==> src/include/hv_meas_pkg.sv <==
// hv_meas_pkg: register map, field layout and mode codes for the
// high-voltage measurement switch control block.
// assumes a plain address/strobe register port with 8-bit addresses.
package hv_meas_pkg;

  // register offsets
  localparam logic [7:0] meas_ctrl_addr   = 8'h00;
  localparam logic [7:0] pull_cfg_addr    = 8'h01;
  localparam logic [7:0] wake_ctrl_addr   = 8'h02;
  localparam logic [7:0] multipin_addr    = 8'h03;
  localparam logic [7:0] wake_stat0_addr  = 8'h04;
  localparam logic [7:0] wake_stat1_addr  = 8'h05;
  localparam logic [7:0] wake_lvl_addr    = 8'h06;
  localparam logic [7:0] status_addr      = 8'h07;

  // meas_ctrl fields
  localparam int meas_en_bit = 0;
  localparam int fo_test_bit = 1;

  // wake_ctrl fields
  localparam int sense_wake_bit = 0;
  localparam int timer_wake_bit = 1;
  localparam int can_wake_bit   = 2;

  // multipin control: low three bits are the pin function
  localparam logic [2:0] multipin_off  = 3'h0;
  localparam logic [2:0] multipin_fo   = 3'h1;
  localparam logic [2:0] multipin_wake = 3'h2;

  // status fields
  localparam int cmd_err_bit  = 0;
  localparam int switch_bit   = 1;
  localparam int normal_bit   = 2;

  // reset values
  localparam logic [7:0] meas_ctrl_rst = 8'h00;
  localparam logic [7:0] pull_cfg_rst  = 8'h00;
  localparam logic [7:0] wake_ctrl_rst = 8'h01;
  localparam logic [7:0] multipin_rst  = 8'h01;

  // chip modes supplied by the mode state machine
  typedef enum logic [2:0] {
    mode_init,
    mode_normal,
    mode_stop,
    mode_sleep,
    mode_restart,
    mode_failsafe
  } chip_mode_t;

endpackage

==> src/rtl/pin_gate.sv <==
// pin_gate: one pin's input qualification, pulls and wake status.
// assumes the pin level is already synchronous to sys_clk.
`timescale 1ns/1ps
module pin_gate (
  input  wire logic sys_clk,
  input  wire logic nrst,
  input  wire logic pin_in,
  input  wire logic gate,
  input  wire logic wake_en,
  input  wire logic pull_up_cfg,
  input  wire logic pull_dn_cfg,
  input  wire logic clr_wake,
  output logic      pin_qual_ff,
  output logic      level_ff,
  output logic      wake_ff,
  output logic      pull_up_ff,
  output logic      pull_dn_ff
);
  logic prev_ff;
  logic primed_ff;
  logic edge_seen;

  // gated copy of the pin, held low while bridged
  always_ff @(posedge sys_clk or negedge nrst) begin
    if (!nrst) begin
      pin_qual_ff <= 1'b0;
    end else begin
      pin_qual_ff <= pin_in & ~gate;
    end
  end

  // pulls forced off while bridged so the divider sees no bias
  always_ff @(posedge sys_clk or negedge nrst) begin
    if (!nrst) begin
      pull_up_ff <= 1'b0;
      pull_dn_ff <= 1'b0;
    end else begin
      pull_up_ff <= pull_up_cfg & ~gate;
      pull_dn_ff <= pull_dn_cfg & ~gate;
    end
  end

  // level status frozen while gated
  always_ff @(posedge sys_clk or negedge nrst) begin
    if (!nrst) begin
      level_ff <= 1'b0;
    end else if (!gate) begin
      level_ff <= pin_in;
    end
  end

  // edge reference follows the pin even while gated, so that
  // opening the bridge again raises no stale edge
  always_ff @(posedge sys_clk or negedge nrst) begin
    if (!nrst) begin
      prev_ff   <= 1'b0;
      primed_ff <= 1'b0;
    end else begin
      prev_ff   <= pin_in;
      primed_ff <= 1'b1;
    end
  end

  // first sample after reset is only a reference, never an edge
  assign edge_seen = primed_ff & ~gate & wake_en & (pin_in != prev_ff);

  // sticky wake flag, set beats clear
  always_ff @(posedge sys_clk or negedge nrst) begin
    if (!nrst) begin
      wake_ff <= 1'b0;
    end else if (edge_seen) begin
      wake_ff <= 1'b1;
    end else if (clr_wake) begin
      wake_ff <= 1'b0;
    end
  end
endmodule

==> src/rtl/sw_sync.sv <==
// sw_sync: one-flop registered switch drive from enable and mode.
// assumes mode_is_normal comes from the chip mode machine on sys_clk.
`timescale 1ns/1ps
module sw_sync (
  input  wire logic sys_clk,
  input  wire logic nrst,
  input  wire logic enable,
  input  wire logic mode_is_normal,
  output logic      close_ff
);
  logic nxt_close;

  // closed only with enable and normal mode together
  assign nxt_close = enable & mode_is_normal;

  always_ff @(posedge sys_clk or negedge nrst) begin
    if (!nrst) begin
      close_ff <= 1'b0;
    end else begin
      close_ff <= nxt_close;
    end
  end
endmodule

==> src/rtl/hv_measure_switch_ctrl.sv <==
// hv_measure_switch_ctrl: control of the bridge switch between the
// high-voltage sense pin and the multipurpose pin, with the register
// port, input gating, pull control and sleep command checking.
// assumes pins and commands arrive synchronous to sys_clk and the
// chip mode machine consumes the restart request.
`timescale 1ns/1ps
module hv_measure_switch_ctrl
  import hv_meas_pkg::*;
(
  input  wire logic                    sys_clk,
  input  wire logic                    nrst,
  input  wire logic [7:0]              reg_addr,
  input  wire logic [7:0]              reg_wdata,
  input  wire logic                    reg_wr,
  input  wire logic                    reg_rd,
  output logic      [7:0]              reg_rdata_ff,
  input  wire hv_meas_pkg::chip_mode_t chip_mode,
  input  wire logic                    sleep_cmd,
  input  wire logic                    sense_pin_in,
  input  wire logic                    multipin_in,
  input  wire logic                    fail_req,
  output logic                         pin_bridge_switch_ff,
  output logic                         restart_req_ff,
  output logic                         sleep_ok_ff,
  output logic                         fail_out_ff,
  output logic                         multipin_drive_ff,
  output logic                         sense_pull_up_ff,
  output logic                         sense_pull_dn_ff,
  output logic                         multi_pull_up_ff,
  output logic                         multi_pull_dn_ff,
  output logic                         sense_qual_ff,
  output logic                         multi_qual_ff
);
  import hv_meas_pkg::*;

  logic [7:0] meas_ctrl_ff;
  logic [7:0] sense_pull_config_ff;
  logic [7:0] wake_control_second_ff;
  logic [7:0] multipin_ff;
  logic       cmd_err_ff;
  logic       failsafe_wake_ff;
  chip_mode_t mode_prev_ff;

  logic       measure_path_enable;
  logic       is_normal;
  logic       wr_meas;
  logic       wr_multi;
  logic       enable_refused;
  logic       multi_change_err;
  logic       pin_only_sleep;
  logic       failsafe_entry;
  logic       sense_wake_eff;
  logic       multi_wake_eff;
  logic       clr_stat0;
  logic       clr_stat1;
  logic       sense_level;
  logic       multi_level;
  logic       sense_wake;
  logic       multi_wake;
  logic       sense_pu;
  logic       sense_pd;
  logic       multi_pu;
  logic       multi_pd;
  logic       nxt_err;

  assign measure_path_enable = meas_ctrl_ff[meas_en_bit];
  assign is_normal      = (chip_mode == mode_normal);
  assign wr_meas        = reg_wr && (reg_addr == meas_ctrl_addr);
  assign wr_multi       = reg_wr && (reg_addr == multipin_addr);
  assign failsafe_entry = (chip_mode == mode_failsafe) &&
                          (mode_prev_ff != mode_failsafe);

  // enable may only rise with the multipin already off
  assign enable_refused = wr_meas && reg_wdata[meas_en_bit] &&
                          !measure_path_enable &&
                          (multipin_ff[2:0] != multipin_off);
  // any multipin change while bridged is a command error
  assign multi_change_err = wr_multi && measure_path_enable &&
                            (reg_wdata != multipin_ff);

  // pin wake bits count only while not bridged
  assign sense_wake_eff = (wake_control_second_ff[sense_wake_bit] |
                           failsafe_wake_ff) & ~measure_path_enable;
  assign multi_wake_eff = (multipin_ff[2:0] == multipin_wake) &
                          ~measure_path_enable;

  // sleep left with only pin wakes that the bridge has disabled
  assign pin_only_sleep = sleep_cmd && measure_path_enable &&
    !wake_control_second_ff[timer_wake_bit] &&
    !wake_control_second_ff[can_wake_bit];

  assign clr_stat0 = reg_wr && (reg_addr == wake_stat0_addr);
  assign clr_stat1 = reg_wr && (reg_addr == wake_stat1_addr);

  // measurement control register; stored across all modes
  always_ff @(posedge sys_clk or negedge nrst) begin
    if (!nrst) begin
      meas_ctrl_ff <= meas_ctrl_rst;
    end else if (wr_meas && !enable_refused) begin
      meas_ctrl_ff <= reg_wdata;
    end
  end

  // pull and wake settings stay writable while bridged
  always_ff @(posedge sys_clk or negedge nrst) begin
    if (!nrst) begin
      sense_pull_config_ff   <= pull_cfg_rst;
      wake_control_second_ff <= wake_ctrl_rst;
    end else if (reg_wr) begin
      if (reg_addr == pull_cfg_addr) begin
        sense_pull_config_ff <= reg_wdata;
      end
      if (reg_addr == wake_ctrl_addr) begin
        wake_control_second_ff <= reg_wdata;
      end
    end
  end

  // multipin control also stays writable; the change only raises error
  always_ff @(posedge sys_clk or negedge nrst) begin
    if (!nrst) begin
      multipin_ff <= multipin_rst;
    end else if (wr_multi) begin
      multipin_ff <= reg_wdata;
    end
  end

  // sticky command error, set wins over the clearing write
  assign nxt_err = enable_refused | multi_change_err | pin_only_sleep;
  always_ff @(posedge sys_clk or negedge nrst) begin
    if (!nrst) begin
      cmd_err_ff <= 1'b0;
    end else if (nxt_err) begin
      cmd_err_ff <= 1'b1;
    end else if (reg_wr && (reg_addr == status_addr) &&
                 reg_wdata[cmd_err_bit]) begin
      cmd_err_ff <= 1'b0;
    end
  end

  // mode history for fail-safe entry detection
  always_ff @(posedge sys_clk or negedge nrst) begin
    if (!nrst) begin
      mode_prev_ff <= mode_init;
    end else begin
      mode_prev_ff <= chip_mode;
    end
  end

  // fail-safe entry while disabled arms the sense pin as wake
  always_ff @(posedge sys_clk or negedge nrst) begin
    if (!nrst) begin
      failsafe_wake_ff <= 1'b0;
    end else if (failsafe_entry && !measure_path_enable) begin
      failsafe_wake_ff <= 1'b1;
    end else if (chip_mode == mode_normal) begin
      failsafe_wake_ff <= 1'b0;
    end
  end

  // restart request or clean sleep acknowledge, one cycle each
  always_ff @(posedge sys_clk or negedge nrst) begin
    if (!nrst) begin
      restart_req_ff <= 1'b0;
      sleep_ok_ff    <= 1'b0;
    end else begin
      restart_req_ff <= pin_only_sleep;
      sleep_ok_ff    <= sleep_cmd && !pin_only_sleep;
    end
  end

  // fail output and pin drive vanish while bridged
  always_ff @(posedge sys_clk or negedge nrst) begin
    if (!nrst) begin
      fail_out_ff       <= 1'b0;
      multipin_drive_ff <= 1'b0;
    end else begin
      fail_out_ff <= ~measure_path_enable &
                     (multipin_ff[2:0] == multipin_fo) &
                     (fail_req | meas_ctrl_ff[fo_test_bit]);
      multipin_drive_ff <= ~measure_path_enable &
                           (multipin_ff[2:0] != multipin_off) &
                           (multipin_ff[2:0] != multipin_wake);
    end
  end

  // pull requests from the ignored-while-bridged pull register
  assign sense_pu = sense_pull_config_ff[0];
  assign sense_pd = sense_pull_config_ff[1];
  assign multi_pu = sense_pull_config_ff[2];
  assign multi_pd = sense_pull_config_ff[3];

  // per-pin gating; bridge blocks status, pulls and inputs
  pin_gate u_sense (
    .sys_clk     (sys_clk),
    .nrst        (nrst),
    .pin_in      (sense_pin_in),
    .gate        (measure_path_enable),
    .wake_en     (sense_wake_eff),
    .pull_up_cfg (sense_pu),
    .pull_dn_cfg (sense_pd),
    .clr_wake    (clr_stat0),
    .pin_qual_ff (sense_qual_ff),
    .level_ff    (sense_level),
    .wake_ff     (sense_wake),
    .pull_up_ff  (sense_pull_up_ff),
    .pull_dn_ff  (sense_pull_dn_ff)
  );

  pin_gate u_multi (
    .sys_clk     (sys_clk),
    .nrst        (nrst),
    .pin_in      (multipin_in),
    .gate        (measure_path_enable),
    .wake_en     (multi_wake_eff),
    .pull_up_cfg (multi_pu),
    .pull_dn_cfg (multi_pd),
    .clr_wake    (clr_stat1),
    .pin_qual_ff (multi_qual_ff),
    .level_ff    (multi_level),
    .wake_ff     (multi_wake),
    .pull_up_ff  (multi_pull_up_ff),
    .pull_dn_ff  (multi_pull_dn_ff)
  );

  // switch is opened in fail-safe and every non-normal mode
  sw_sync u_sw (
    .sys_clk        (sys_clk),
    .nrst           (nrst),
    .enable         (measure_path_enable),
    .mode_is_normal (is_normal),
    .close_ff       (pin_bridge_switch_ff)
  );

  // read mux, data one cycle after the strobe; unmapped reads zero
  always_ff @(posedge sys_clk or negedge nrst) begin
    if (!nrst) begin
      reg_rdata_ff <= 8'h00;
    end else if (reg_rd) begin
      unique case (reg_addr)
        meas_ctrl_addr:  reg_rdata_ff <= meas_ctrl_ff;
        pull_cfg_addr:   reg_rdata_ff <= sense_pull_config_ff;
        wake_ctrl_addr:  reg_rdata_ff <= wake_control_second_ff;
        multipin_addr:   reg_rdata_ff <= multipin_ff;
        wake_stat0_addr: reg_rdata_ff <= {7'h00, sense_wake};
        wake_stat1_addr: reg_rdata_ff <= {7'h00, multi_wake};
        wake_lvl_addr:   reg_rdata_ff <= {6'h00, multi_level, sense_level};
        status_addr:     reg_rdata_ff <= {5'h00, is_normal,
                                          pin_bridge_switch_ff, cmd_err_ff};
        default:         reg_rdata_ff <= 8'h00;
      endcase
    end else begin
      reg_rdata_ff <= 8'h00;
    end
  end
endmodule

==> config.mk <==
export PLATFORM = sky130hd
export DESIGN_NAME = hv_measure_switch_ctrl
export DESIGN_NICKNAME = d
export VERILOG_FILES = /design/src/include/hv_meas_pkg.sv /design/src/rtl/pin_gate.sv /design/src/rtl/sw_sync.sv /design/src/rtl/hv_measure_switch_ctrl.sv
export SDC_FILE = /design/constraint.sdc
export NUM_CORES = 1
export LEC_CHECK = 0
export ABC_CLOCK_PERIOD_IN_PS = 1900
export BUFFER_PORTS_ARGS = -buffer_cell sky130_fd_sc_hd__buf_4
export CELL_PAD_IN_SITES_DETAIL_PLACEMENT = 1
export CELL_PAD_IN_SITES_GLOBAL_PLACEMENT = 1
export CORE_AREA = 4 4 108 84
export CTS_CLUSTER_SIZE = 25
export DETAILED_ROUTE_END_ITERATION = 10
export DIE_AREA = 0 0 112 88
export PLACE_DENSITY = 0.66
export SLEW_MARGIN = 20
export SYNTH_ARGS = -nofsm -noshare
export SYNTH_HDL_FRONTEND = slang
export SYNTH_SLANG_ARGS = --single-unit
==> constraint.sdc <==
create_clock -name sys_clk -period 1.9 [get_ports sys_clk]
set_clock_uncertainty 0.05 [all_clocks]
set_input_delay 0.095 -clock sys_clk [delete_from_list [all_inputs] [get_ports sys_clk]]
set_output_delay 0.095 -clock sys_clk [all_outputs]
set_load 0.02 [all_outputs]
Word level (Yosys, flattened, before mapping)

Index checks and enable logic that the tools add are counted.

Logic and storage cells: 106
Bits in registers: 63
Bits of input ports: 27
Output and inout bits: 19

Muxes and demuxes: 10
Equality and inequality tests: 16
Bitwise gates (word level): 23
Reduce and logical (&&, ||, !) cells: 31

Operators by type and width:

| kind                                                   | count |
|---|---|
| case mux 8 bit (8 select lines)                        | 1 |
| == test 8 x 3 -> 1 bit (second input constant)         | 4 |
| bitwise AND 1 bit                                      | 18 |
| logical AND 1 bit                                      | 18 |
| == test 8 x 2 -> 1 bit (second input constant)         | 2 |
| == test 8 x 1 -> 1 bit (second input constant)         | 1 |
| zero test 8 bit                                        | 1 |
| two-way mux 1 bit                                      | 8 |
| two-way mux 8 bit                                      | 1 |
| inequality test 8 bit                                  | 1 |
| nonzero test 2 bit                                     | 4 |
| == test 3 x 1 -> 1 bit (second input constant)         | 2 |
| zero test 1 bit                                        | 5 |
| bitwise OR 1 bit                                       | 4 |
| AND reduction 2 bit                                    | 2 |
| == test 3 x 2 -> 1 bit (second input constant)         | 1 |
| == test 3 bit (second input constant)                  | 1 |
| inequality test 3 x 2 -> 1 bit (second input constant) | 1 |
| inequality test 3 bit (second input constant)          | 1 |
| nonzero test 3 bit                                     | 1 |
| inequality test 1 bit                                  | 2 |
| NOT 1 bit                                              | 1 |

Depth between registers and ports, before layout

Gate-level depths: netlist of run 1.

Depth in word-level cells: 8
Gate-level depth with buffers: 6
Depth with buffers taken out: 4

Hierarchy

A second synthesis of run 1 with hierarchy kept.

Cell total of the unflattened synthesis: 216
Area, all modules: 2822.7 um^2

By module, submodules not included:

| module                 | times used | cells each | sequential area each (um^2) | area an instance (um^2) |
|---|---|---|---|---|
| hv_measure_switch_ctrl | 1          | 182        | 1228.7                      | 2326.0 |
| pin_gate               | 2          | 16         | 175.2                       | 232.7 |
| sw_sync                | 1          | 2          | 25.0                        | 31.3 |

Least setup slack after synthesis of run 1

Ideal clock, no wire load.

Path type: input port to flip-flop
From: input port reg_addr[1]
To: register meas_ctrl_ff[1]
Cell stages on the path: 4
Arrival: 1.397 ns
Path buffers: 1
Library setup time: 0.125 ns
Data required time: 1.725 ns
Path slack: 0.328 ns
Cell sequence: buf_2 > or3_1 > nor3_4 > mux2_2

Cells in the longest elaborated chain, start to end: 7

Ends and longest elaborated chain:

| element                         | RTL line                      | RTL |
|---|---|---|
| start: declaration              | hv_measure_switch_ctrl.sv:12  | `input wire logic [7:0] reg_addr,` |
| zero test 8 bit *               | hv_measure_switch_ctrl.sv:68  | `assign wr_meas = reg_wr && (reg_addr == meas_ctrl_addr);` |
| logical AND 1 bit *             | hv_measure_switch_ctrl.sv:68  |  |
| logical AND 1 bit (2 in series) | hv_measure_switch_ctrl.sv:74  | `assign enable_refused = wr_meas && reg_wdata[meas_en_bit] &&` |
| logical AND 1 bit               | hv_measure_switch_ctrl.sv:75  | `!measure_path_enable &&` |
| zero test 1 bit                 | hv_measure_switch_ctrl.sv:99  | `end else if (wr_meas && !enable_refused) begin` |
| logical AND 1 bit *             | hv_measure_switch_ctrl.sv:99  |  |
| end signal: assignment          | hv_measure_switch_ctrl.sv:98  | `meas_ctrl_ff <= meas_ctrl_rst;` |
| end signal: assignment          | hv_measure_switch_ctrl.sv:100 | `meas_ctrl_ff <= reg_wdata;` |
| end: declaration                | hv_measure_switch_ctrl.sv:36  | `logic [7:0] meas_ctrl_ff;` |

Mark *: on every way between the ends. The rest lies on a longest branch, timed or not.
A chain may end at the register's enable or synchronous reset.

Worst setup path after layout of run 1

From: register multipin_ff[2]
To: register meas_ctrl_ff[5]

Cells in the longest elaborated chain, start to end: 4

Ends and longest elaborated chain:

| element                  | RTL line                      | RTL |
|---|---|---|
| start: declaration       | hv_measure_switch_ctrl.sv:39  | `logic [7:0] multipin_ff;` |
| start signal: assignment | hv_measure_switch_ctrl.sv:122 | `multipin_ff <= multipin_rst;` |
| start signal: assignment | hv_measure_switch_ctrl.sv:124 | `multipin_ff <= reg_wdata;` |
| nonzero test 3 bit       | hv_measure_switch_ctrl.sv:76  | `(multipin_ff[2:0] != multipin_off);` |
| logical AND 1 bit        | hv_measure_switch_ctrl.sv:75  |  |
| zero test 1 bit          | hv_measure_switch_ctrl.sv:99  |  |
| logical AND 1 bit        | hv_measure_switch_ctrl.sv:99  |  |

No other way between the ends.

==> flow_metrics.env, run 1 <==
export IMPL_worst_setup_hold_path_clk_slew_ns=0.07
export IMPL_cts_max_path_buffers=2
export IMPL_worst_r2r_cell_count=5
export IMPL_async_set_reset_flop_share_out_of_synthesis_pct=100
export IMPL_maxSlewViolCount=0
export IMPL_period_minus_slack_ns=1.72
export IMPL_yosys_warnings=0
export IMPL_grt_setup_unrepaired="no"
export IMPL_total_inserted_antenna_cells=0
export IMPL_hold_viol_final=0
export IMPL_final_seq_area_mm2=0.00158
export IMPL_grt_pass1_vias=2046
export IMPL_reg2reg_to="meas_ctrl_ff[5]$_DFFE_PN0P_"
export IMPL_first_iter_violations=71
export IMPL_die_height_um=88
export IMPL_synth_cell_area_mm2=0.00275
export IMPL_placedInstanceArea_mm2=0.00325
export IMPL_grt_start_max_net_pins=64
export IMPL_multi_input_logic_area_mm2=0.00113
export IMPL_timing_final_ws_setup_ns=0.182
export IMPL_synthDominantCellAreaShare_pct=55.6
export IMPL_endpoint="meas_ctrl_ff[5]$_DFFE_PN0P_"
export IMPL_final_antenna_net_count=0
export IMPL_critPathKind="register to register"
export IMPL_critical_path_top_delay_family="simple AND/OR/NAND/NOR gates"
export IMPL_layout_drive_gt1_share_pct=38.5
export IMPL_core_region_area_mm2=0.00788
export IMPL_cts_sinks=63
export IMPL_floorplan_rows=28
export IMPL_leakage_uw=0.00167
export IMPL_die_area_mm2=0.00986
export IMPL_final_gp_congestion=0.760
export IMPL_gr_usage_all_layers_pct=14.6
export IMPL_startpoint_type="register"
export IMPL_tritoncts_num_buffers=9
export IMPL_regToRegStartpoint="multipin_ff[2]$_DFFE_PN0N_"
export IMPL_timing_critical_path_cells="nor3_1 > nor3b_1 > buf_4 > nor3_4 > mux2_2"
export IMPL_ioPinCount=46
export IMPL_power_density_mw_per_mm2=813
export IMPL_synth_enable_flop_cells=0
export IMPL_hold_path_stages=2
export IMPL_cts_repair_resize_count=0
export IMPL_globalRouteMet1Util_pct=20.1
export IMPL_dr_pass1_iters=4
export IMPL_yosys_area_top_type="dfrtp_1"
export IMPL_cp_data_arrival_time_ns=1.89
export IMPL_synth_cells=208
export IMPL_synth_lib_cells_used_distinct=40
export IMPL_min_delay_path_class="input port to register"
export IMPL_post_place_ws_ns=0.137
export IMPL_most_congested_layer_reported_by_global_routing="met2"
export IMPL_post_route_drc_count=0
export IMPL_synth_yosys_seq_area_share_pct=57.5
export IMPL_max_clock_freq_mhz=582
export IMPL_cap_violations=0
export IMPL_timing_worst_slew_pin_value_ns=0.782
export IMPL_syn_avg_cell_area_um2=13.2
export IMPL_postCtsSetupBuffers=0
export IMPL_clkLatencyLatePin_ns=0.34
export IMPL_area_delta_synth_final_pct=31.0
export IMPL_power_ir_vdd_worst_v=0.000321
export IMPL_antenna_violations_before_repair=0
export IMPL_total_congestion_overflow=0
export IMPL_period_share_pct=90.4
export IMPL_max_fo_critical_path=7
export IMPL_clock_tree_from_tritoncts="done"
export IMPL_routed_wl_mm=6.76
export IMPL_setup_viol=0
export IMPL_fillerInstances=851
export IMPL_root_buffer="clkbuf_8"
export IMPL_final_common_cell="dfrtp_1"
export IMPL_slew_headroom_pct=47.9
export IMPL_yosys_register_bits=63
export IMPL_htreeDepth=3
export IMPL_cpMaxStageDelayCell="mux2_2"
export IMPL_required_ns=2.07
export IMPL_critPathCaptureType="register"
export IMPL_crit_cells=5
export IMPL_dpl_hpwl_mm=4.88
export IMPL_grt_use_met3_pct=5.04
export IMPL_mostFrequentLayoutCells="dfrtp_1, buf_4, mux2_2"
export IMPL_wl_per_cell_um=17.3
export IMPL_post_detailed_route_via_to_cell_ratio=4.93
export IMPL_synth_area_top_cells="dfrtp_1, mux2_2, mux2i_1, xnor2_1, nor2b_1"
export IMPL_setup_reg_to_reg_worst_slack_ns=0.18
export IMPL_detailroute_via_count=1929
export IMPL_cp_startpoint="multipin_ff[2]$_DFFE_PN0N_"
export IMPL_final_design_area_no_fill_mm2=0.00360
export IMPL_outcome="finished clean"
export IMPL_initial_core_utilization_pct=34.8
export IMPL_grt_met2_usage_pct=21.9
export IMPL_path_buf_inv=1
export IMPL_dieWidth_um=112
export IMPL_final_setup_tns_ns=0
export IMPL_synth_ff_type="dfrtp_1"
export IMPL_grt_first_pass_wirelength_mm=10.9
export IMPL_io_buffer_count=45
export IMPL_postSynthNetCount=235
export IMPL_nNetsFinal=308
export IMPL_cpPeakStageDelay_ns=0.39
-- power breakdown --
| part | internal, µW | switching [µW] | total, µW |
|---|---|---|---|
| Clock | 634 | 515 | 1150 |
| Sequential | 1410 | 39.6 | 1450 |
| Combinational | 162 | 163 | 326 |
| Total | 2210 | 718 | 2920 |
-- stage by stage --
step                power [µW]  hold slack, ns  utilization, %  instances
floorplan                 1620          -0.251               -        208
global placement          1770           0.166            41.2        360
detailed placement        1780           0.167            41.2        360
CTS                       2960         0.00197            45.6        391
global route              3060         0.00647            45.6        391
finish                    2920          0.0180            45.6        391
-- metal layers --
metal	wire, µm	share of wire (%)	vias up
met4	49	0.72	0
met1	3170	47	962
li1	-	-	902
met5	0	0	-
met3	496	7.3	4
met2	3040	45	61
-- synth_stat cells (all sizes together), types with 4 or more instances --
| cell | n |
|---|---|
| dfrtp | 61 |
| mux2 | 33 |
| nor2 | 15 |
| mux2i | 11 |
| nor2b | 9 |
| xnor2 | 9 |
| o21ai | 7 |
| a22oi | 5 |
| o2bb2ai | 5 |
| a21oi | 4 |
| nand2 | 4 |
| nand4 | 4 |
-- worst min path at each step --
stage | from | slack (ns) | end
finish | reg_wdata[5] | 0.02 | sense_pull_config_ff[5]$_DFFE_PN0P_
global placement | chip_mode[2] | 0.17 | mode_prev_ff[2]$_DFF_PN0_
global route | reg_wdata[5] | 0.006 | multipin_ff[5]$_DFFE_PN0N_
detailed placement | chip_mode[2] | 0.17 | mode_prev_ff[2]$_DFF_PN0_
CTS | reg_wdata[5] | 0.002 | sense_pull_config_ff[5]$_DFFE_PN0P_
floorplan | nrst | -0.25 | cmd_err_ff$_DFFE_PN0P_
-- logic make-up after synthesis --
family	share of synthesized area, %
AOI/OAI and AO/OA	7.56
xor gates and xnor gates	2.87
buffers and inverters	1.23
DFF	57.5
muxes	18.4
other	0.137
and+or+nand+nor	12.3
-- sequential cells by signal, summed over array words and instances, names as in the netlist, 3 cells and up --
name,flops
reg_rdata_ff,8
mode_prev_ff,3
sense_pull_config_ff,8
multipin_ff,8
wake_control_second_ff,8
meas_ctrl_ff,8
-- worst reg2reg max path, cell delays in order (launching register included) --
cell	delay (ns)
dfrtp_1	0.38
nor3_1	0.20
nor3b_1	0.07
buf_4	0.16
nor3_4	0.36
mux2_2	0.39
-- cell type report --
cell class	count	share of cell area [%]
flip-flops and latches	63	43.9
multi-input cells	137	31.5
repair buffers	68	15.2
clock buffers	10	3.83
well taps	105	3.65
clock inverters	6	1.67
inverters	2	0.209
-- timing repair --
action	CTS	global route
hold endpoints to repair	96	0
hold buffers	15	0
endpoints found under the setup margin	0	0
No activity file was read; power rests on OpenSTA's default activity.
==> inputs of run 2 (changes only) <==
--- a/config.mk
+++ b/config.mk
@@ -10,6 +10,7 @@
 export CELL_PAD_IN_SITES_DETAIL_PLACEMENT = 1
 export CELL_PAD_IN_SITES_GLOBAL_PLACEMENT = 1
 export CORE_AREA = 4 4 108 84
+export CTS_BUF_LIST = sky130_fd_sc_hd__clkbuf_4
 export CTS_CLUSTER_SIZE = 25
 export DETAILED_ROUTE_END_ITERATION = 10
 export DIE_AREA = 0 0 112 88
==> run 2 against run 1 <==
Compared with the run above:
- sequential cell count unchanged
- via count increased by 0.78%
- hold slack improved by 0.049 ns
- routed wire length increased by 1.6%
- sequential power about the same
- global-route usage increased by 0.19 points
- clock-buffer cell count decreased by 1
- highest routed layer unchanged
- largest power group unchanged
==> flow_metrics.env, run 2 (synthesis results as in run 1) <==
export IMPL_outcome="finished clean"
export IMPL_max_clock_freq_mhz=577
export IMPL_first_iter_violations=74
export IMPL_cts_sinks=63
export IMPL_clkLatencyLatePin_ns=0.42
export IMPL_wl_per_cell_um=17.4
export IMPL_worst_r2r_cell_count=6
export IMPL_setup_viol=0
export IMPL_cts_repair_resize_count=0
export IMPL_holdPathEnd="cmd_err_ff$_DFFE_PN0P_"
export IMPL_max_fo_critical_path=8
export IMPL_cap_violations=0
export IMPL_critPathCaptureType="register"
export IMPL_antenna_violations_before_repair=0
export IMPL_die_area_mm2=0.00986
export IMPL_reg2reg_to="meas_ctrl_ff[5]$_DFFE_PN0P_"
export IMPL_power_ir_vdd_worst_v=0.000265
export IMPL_final_setup_tns_ns=0
export IMPL_dr_pass1_iters=5
export IMPL_floorplan_rows=28
export IMPL_io_buffer_count=45
export IMPL_htreeDepth=3
export IMPL_regToRegStartpoint="multipin_ff[2]$_DFFE_PN0N_"
export IMPL_tritoncts_num_buffers=9
export IMPL_final_gp_congestion=0.760
export IMPL_dpl_hpwl_mm=4.88
export IMPL_cp_data_arrival_time_ns=1.99
export IMPL_worst_setup_hold_path_clk_slew_ns=0.11
export IMPL_clock_tree_from_tritoncts="done"
export IMPL_grt_setup_unrepaired="no"
export IMPL_post_detailed_route_via_to_cell_ratio=4.92
export IMPL_layout_drive_gt1_share_pct=37.9
export IMPL_slew_headroom_pct=47.2
export IMPL_startpoint_of_the_worst_hold_path="reg_addr[2]"
export IMPL_startpoint_type="input port"
export IMPL_total_inserted_antenna_cells=0
export IMPL_power_density_mw_per_mm2=741
export IMPL_required_ns=2.15
export IMPL_hold_path_stages=4
export IMPL_period_share_pct=91.3
export IMPL_final_core_util_pct=45.4
export IMPL_post_route_drc_count=0
export IMPL_area_delta_synth_final_pct=30.4
export IMPL_core_region_area_mm2=0.00788
export IMPL_mostFrequentLayoutCells="dfrtp_1, buf_4, mux2_2"
export IMPL_total_congestion_overflow=0
export IMPL_grt_start_max_net_pins=64
export IMPL_total_power_uw=2650
export IMPL_period_minus_slack_ns=1.73
export IMPL_root_buffer="clkbuf_4"
export IMPL_gr_usage_all_layers_pct=14.8
export IMPL_min_delay_path_class="input port to register"
export IMPL_final_common_cell="dfrtp_1"
export IMPL_nNetsFinal=312
export IMPL_die_height_um=88
export IMPL_final_antenna_net_count=0
export IMPL_ioPinCount=46
export IMPL_grt_first_pass_wirelength_mm=11.0
export IMPL_cts_max_path_buffers=2
export IMPL_setup_reg_to_reg_worst_slack_ns=0.23
export IMPL_maxSlewViolCount=0
export IMPL_critPathKind="input port to register"
export IMPL_hold_viol_final=0
export IMPL_initial_core_utilization_pct=34.8
export IMPL_grt_pass1_vias=2069
export IMPL_routed_wl_mm=6.87
export IMPL_dieWidth_um=112
export IMPL_timing_worst_slew_pin_value_ns=0.792
export IMPL_leakage_uw=0.00165
export IMPL_detailroute_via_count=1944
-- run 2: cell count changes in the layout (fill, tap and decap cells not counted), sizes merged --
cell / change
buf: +1
clkinv: +1
dlygate4sd3: +3
clkbuf: -1
-- run 2: report_power, final --
| part | switching, µW | internal (µW) | leakage [µW] | total, µW |
|---|---|---|---|---|
| combinational | 165 | 166 | 0.000756 | 331 |
| sequential | 40.1 | 1410 | 0.000829 | 1450 |
| clock | 483 | 389 | 0.0000691 | 872 |
-- run 2: worst max-delay path by stage --
stage	start	to	cells past startpoint
floorplan	reg_addr[1]	meas_ctrl_ff[1]$_DFFE_PN0P_	4
global placement	reg_addr[1]	meas_ctrl_ff[5]$_DFFE_PN0P_	4
detailed placement	reg_addr[5]	sense_pull_config_ff[4]$_DFFE_PN0P_	6
CTS	reg_addr[3]	meas_ctrl_ff[5]$_DFFE_PN0P_	5
global route	reg_addr[3]	sense_pull_config_ff[4]$_DFFE_PN0P_	5
finish	reg_addr[3]	sense_pull_config_ff[4]$_DFFE_PN0P_	5
-- run 2: metal layers --
layer | GRT usage (%) | wire length [µm] | up-vias
met5 | 0 | 0 | -
met4 | 5.57 | 91 | 0
met1 | 20.1 | 3370 | 966
li1 | - | - | 911
met3 | 5.73 | 430 | 10
met2 | 21.8 | 2980 | 57
-- run 2: area by class of cell --
type / count / area, µm²
repair buffers: 72 / 598
flip-flops and latches: 63 / 1580
well taps: 105 / 131
clock inverters: 7 / 63.8
clock buffers: 9 / 67.6
fillers: 842 / 4300
inverters: 2 / 7.51
multi-input cells: 137 / 1130
-- run 2: worst max-delay path, cell delays in order --
cell and delay, ns:
dlygate4sd3_1 0.54, buf_4 0.16, or3_1 0.45, nor2_4 0.35
mux2_2 0.38
-- run 2: stage by stage --
step | setup slack [ns] | hold WS [ns] | instance area (µm²) | instances
final | 0.166 | 0.0667 | 3580 | 395
after floorplan | 0.328 | -0.251 | 2750 | 208
after global routing | 0.161 | 0.0567 | 3580 | 395
after CTS | 0.0349 | 0.0521 | 3560 | 394
after detailed placement | 0.137 | 0.167 | 3250 | 360
after global placement | 0.120 | 0.166 | 3250 | 360
-- run 2: what timing repair did --
item	in CTS	in global routing
setup endpoints to repair	0	6
hold endpoints to repair	110	0
setup buffers	0	1
hold buffers	18	0
==> inputs of run 3 (changes only) <==
--- a/config.mk
+++ b/config.mk
@@ -9,13 +9,13 @@
 export BUFFER_PORTS_ARGS = -buffer_cell sky130_fd_sc_hd__buf_4
 export CELL_PAD_IN_SITES_DETAIL_PLACEMENT = 1
 export CELL_PAD_IN_SITES_GLOBAL_PLACEMENT = 1
-export CORE_AREA = 4 4 108 84
+export CORE_AREA = 4 4 109 85
 export CTS_BUF_LIST = sky130_fd_sc_hd__clkbuf_4
-export CTS_CLUSTER_SIZE = 25
 export DETAILED_ROUTE_END_ITERATION = 10
-export DIE_AREA = 0 0 112 88
-export PLACE_DENSITY = 0.66
+export DIE_AREA = 0 0 113 89
+export PLACE_DENSITY_LB_ADDON = 0.1
 export SLEW_MARGIN = 20
 export SYNTH_ARGS = -nofsm -noshare
 export SYNTH_HDL_FRONTEND = slang
+export SYNTH_HIERARCHICAL = 1
 export SYNTH_SLANG_ARGS = --single-unit
==> run 3 against run 2 <==
Compared with the run above:
- non-clock buffer count grew 3
- sequential share of layout area shrank 0.52 points
- via count is essentially flat
- first-iteration DRC count grew 78%
- largest power group unchanged
- critical endpoint is now meas_ctrl_ff[7]$_DFFE_PN0P_
- synthesized area grew 2.8%
- critical path type is now register to register
- final cell count grew 3.0%
==> flow_metrics.env, run 3 <==
export IMPL_outcome="finished clean"
export IMPL_die_height_um=89
export IMPL_synth_yosys_seq_area_share_pct=56.8
export IMPL_core_region_area_mm2=0.00824
export IMPL_synth_adder_area_share_pct=0
export IMPL_synth_area_top_cells="dfrtp_1, mux2_2, mux2i_1, mux2_4, nor2_1"
export IMPL_leakage_uw=0.00181
export IMPL_die_area_mm2=0.0101
export IMPL_hold_viol_final=0
export IMPL_ioPinCount=46
export IMPL_grt_start_max_net_pins=41
export IMPL_post_detailed_route_via_to_cell_ratio=4.78
export IMPL_dr_pass1_iters=4
export IMPL_async_set_reset_flop_share_out_of_synthesis_pct=100
export IMPL_synth_enable_flop_cells=0
export IMPL_tritoncts_num_buffers=9
export IMPL_gr_usage_all_layers_pct=15.2
export IMPL_wl_per_cell_um=17.3
export IMPL_hold_slack_ns=0.0811
export IMPL_clock_power_share_pct=36.5
export IMPL_dpl_hpwl_mm=4.95
export IMPL_synth_cells=216
export IMPL_setup_reg_to_reg_worst_slack_ns=0.26
export IMPL_yosys_top_cells_count="dfrtp_1, mux2_2, nor2_1"
export IMPL_critPathKind="register to register"
export IMPL_syn_avg_cell_area_um2=13.1
export IMPL_detailroute_via_count=1945
export IMPL_io_buffer_count=45
export IMPL_nNetsFinal=321
export IMPL_hold_path_stages=3
export IMPL_max_fo_critical_path=4
export IMPL_root_buffer="clkbuf_4"
export IMPL_dieWidth_um=113
export IMPL_first_iter_violations=132
export IMPL_cpPeakStageDelay_ns=0.47
export IMPL_power_combinational_fraction_pct=11.2
export IMPL_max_clock_freq_mhz=609
export IMPL_final_common_cell="dfrtp_1"
export IMPL_cpMaxStageDelayCell="o311ai_0"
export IMPL_largest_family_of_logic_cells_by_synthesized_area="multiplexers"
export IMPL_synthDominantCellAreaShare_pct=55.0
export IMPL_synthMostInstantiatedCell="dfrtp_1"
export IMPL_synth_area_mux_share_pct=19.1
export IMPL_synth_ff_type="dfrtp_1"
export IMPL_period_share_pct=86.4
export IMPL_cp_data_arrival_time_ns=1.88
export IMPL_period_minus_slack_ns=1.64
export IMPL_timing_worst_slew_pin_value_ns=0.482
export IMPL_total_congestion_overflow=0
export IMPL_cts_max_path_buffers=2
export IMPL_final_design_area_no_fill_mm2=0.00368
export IMPL_yosys_warnings=6
export IMPL_startpoint_type="register"
export IMPL_slew_headroom_pct=67.4
export IMPL_setup_viol=0
export IMPL_mostFrequentLayoutCells="dfrtp_1, buf_4, mux2_2"
export IMPL_yosys_area_share_simple_pct=11.5
export IMPL_final_setup_tns_ns=0
export IMPL_min_delay_path_class="input port to register"
export IMPL_layout_drive_gt1_share_pct=38.1
export IMPL_floorplan_rows=29
export IMPL_postSynthNetCount=243
export IMPL_cts_sinks=64
export IMPL_sequentialPowerShare_pct=52.3
export IMPL_synth_compound_area_share_pct=6.87
export IMPL_timing_critical_path_cells="o311ai_0 > nand2b_1 > buf_4 > mux2_2"
export IMPL_synth_lib_cells_used_distinct=48
export IMPL_antenna_violations_before_repair=0
export IMPL_placedInstanceArea_mm2=0.00337
export IMPL_grt_first_pass_wirelength_mm=11.4
export IMPL_grt_pass1_vias=2070
export IMPL_htreeDepth=3
export IMPL_power_density_mw_per_mm2=767
export IMPL_synth_cell_area_mm2=0.00282
export IMPL_total_inserted_antenna_cells=0
export IMPL_final_gp_congestion=0.761
export IMPL_worst_setup_hold_path_clk_slew_ns=0.11
export IMPL_maxSlewViolCount=0
export IMPL_clock_tree_from_tritoncts="done"
export IMPL_cell_internal_pwr_uw=2120
export IMPL_final_antenna_net_count=0
export IMPL_post_route_drc_count=0
export IMPL_required_ns=2.14
export IMPL_grt_setup_unrepaired="no"
export IMPL_power_switching_fraction_pct=25.0
export IMPL_initial_core_utilization_pct=34.3
export IMPL_clkLatencyLatePin_ns=0.40
export IMPL_synth_xor_area_share_pct=3.10
export IMPL_power_ir_vdd_worst_v=0.000413
export IMPL_critPathCaptureType="register"
export IMPL_area_delta_synth_final_pct=30.4
export IMPL_yosys_register_bits=64
export IMPL_routed_wl_mm=7.05
export IMPL_total_switching_power_uw=705
export IMPL_cap_violations=0
export IMPL_yosys_area_top_type="dfrtp_1"
export IMPL_worst_r2r_cell_count=4
run 3: cell types whose count changed after synthesis, sizes merged, moves of 7 or more:
cell,delta
o21ai,-7
nor2,+7
xor2,+8
xnor2,-7
run 3: power by group through the flow:
stage                     logic, µW  clock network, µW  registers, µW
final                           317               1030           1480
after global routing            352               1130           1490
after CTS                       323               1060           1480
after detailed placement        296                  0           1500
after global placement          292                  0           1500
after floorplan                 139                  0           1500
run 3: kinds of logic after synthesis:
logic type / after synthesis
and+or+nand+nor: 55
DFF: 64
other: 2
muxes: 47
AOI/OAI and AO/OA: 25
buffers and inverters: 13
xor gates and xnor gates: 10
run 3: final cells by class:
type                       instances  area (µm²)
tap                              108         135
sequential                        64        1600
timing repair buffer              75         616
clock inverter                     7        86.3
multi-input combinational        139        1150
inverter                           5        18.8
clock buffer                       9        67.6
fill                             865        4560
run 3: layer usage:
layer / wire (µm) / vias up / global-route usage [%]
met5: 0 / - / 0
met1: 3620 / 982 / 21.7
met3: 260 / 6 / 4.06
li1: - / 923 / -
met4: 79 / 0 / 4.26
met2: 3090 / 34 / 22.9
run 3: timing repair:
| action | CTS | global route |
|---|---|---|
| hold buffers | 16 | 0 |
| resized for setup | 0 | 0 |
| buffers inserted | 0 | 0 |
| endpoints found under the hold margin | 110 | 0 |
run 3: path summary, 6_finish.rpt:
kind	from	end
max reg2reg	multipin_ff[1]$_DFFE_PN0N_	meas_ctrl_ff[7]$_DFFE_PN0P_
max	multipin_ff[1]$_DFFE_PN0N_	meas_ctrl_ff[7]$_DFFE_PN0P_
min reg2reg	meas_ctrl_ff[4]$_DFFE_PN0P_	meas_ctrl_ff[4]$_DFFE_PN0P_
min in group asynchronous	nrst	u_multi/level_ff$_DFFE_PN0N_
min	reg_addr[2]	reg_rdata_ff[1]$_DFF_PN0_
max in group asynchronous	nrst	wake_control_second_ff[0]$_DFFE_PN1P_
run 3: critical path, delay by kind of cell (launching register included):
kind	cells	cell delay (ns)
AOI/OAI and AO/OA	1	0.47
DFF	1	0.40
muxes	1	0.27
and+or+nand+nor	1	0.15
buffers and inverters	1	0.19
run 3: per-stage QoR:
stage               util [%]  total power [µW]  worst slack [ns]  instances
global route            44.7              2970             0.150        407
detailed placement      40.9              1800             0.135        375
CTS                     44.7              2860             0.278        407
global placement        40.9              1800             0.132        375
floorplan                  -              1640             0.299        216
finish                  44.7              2820             0.259        407
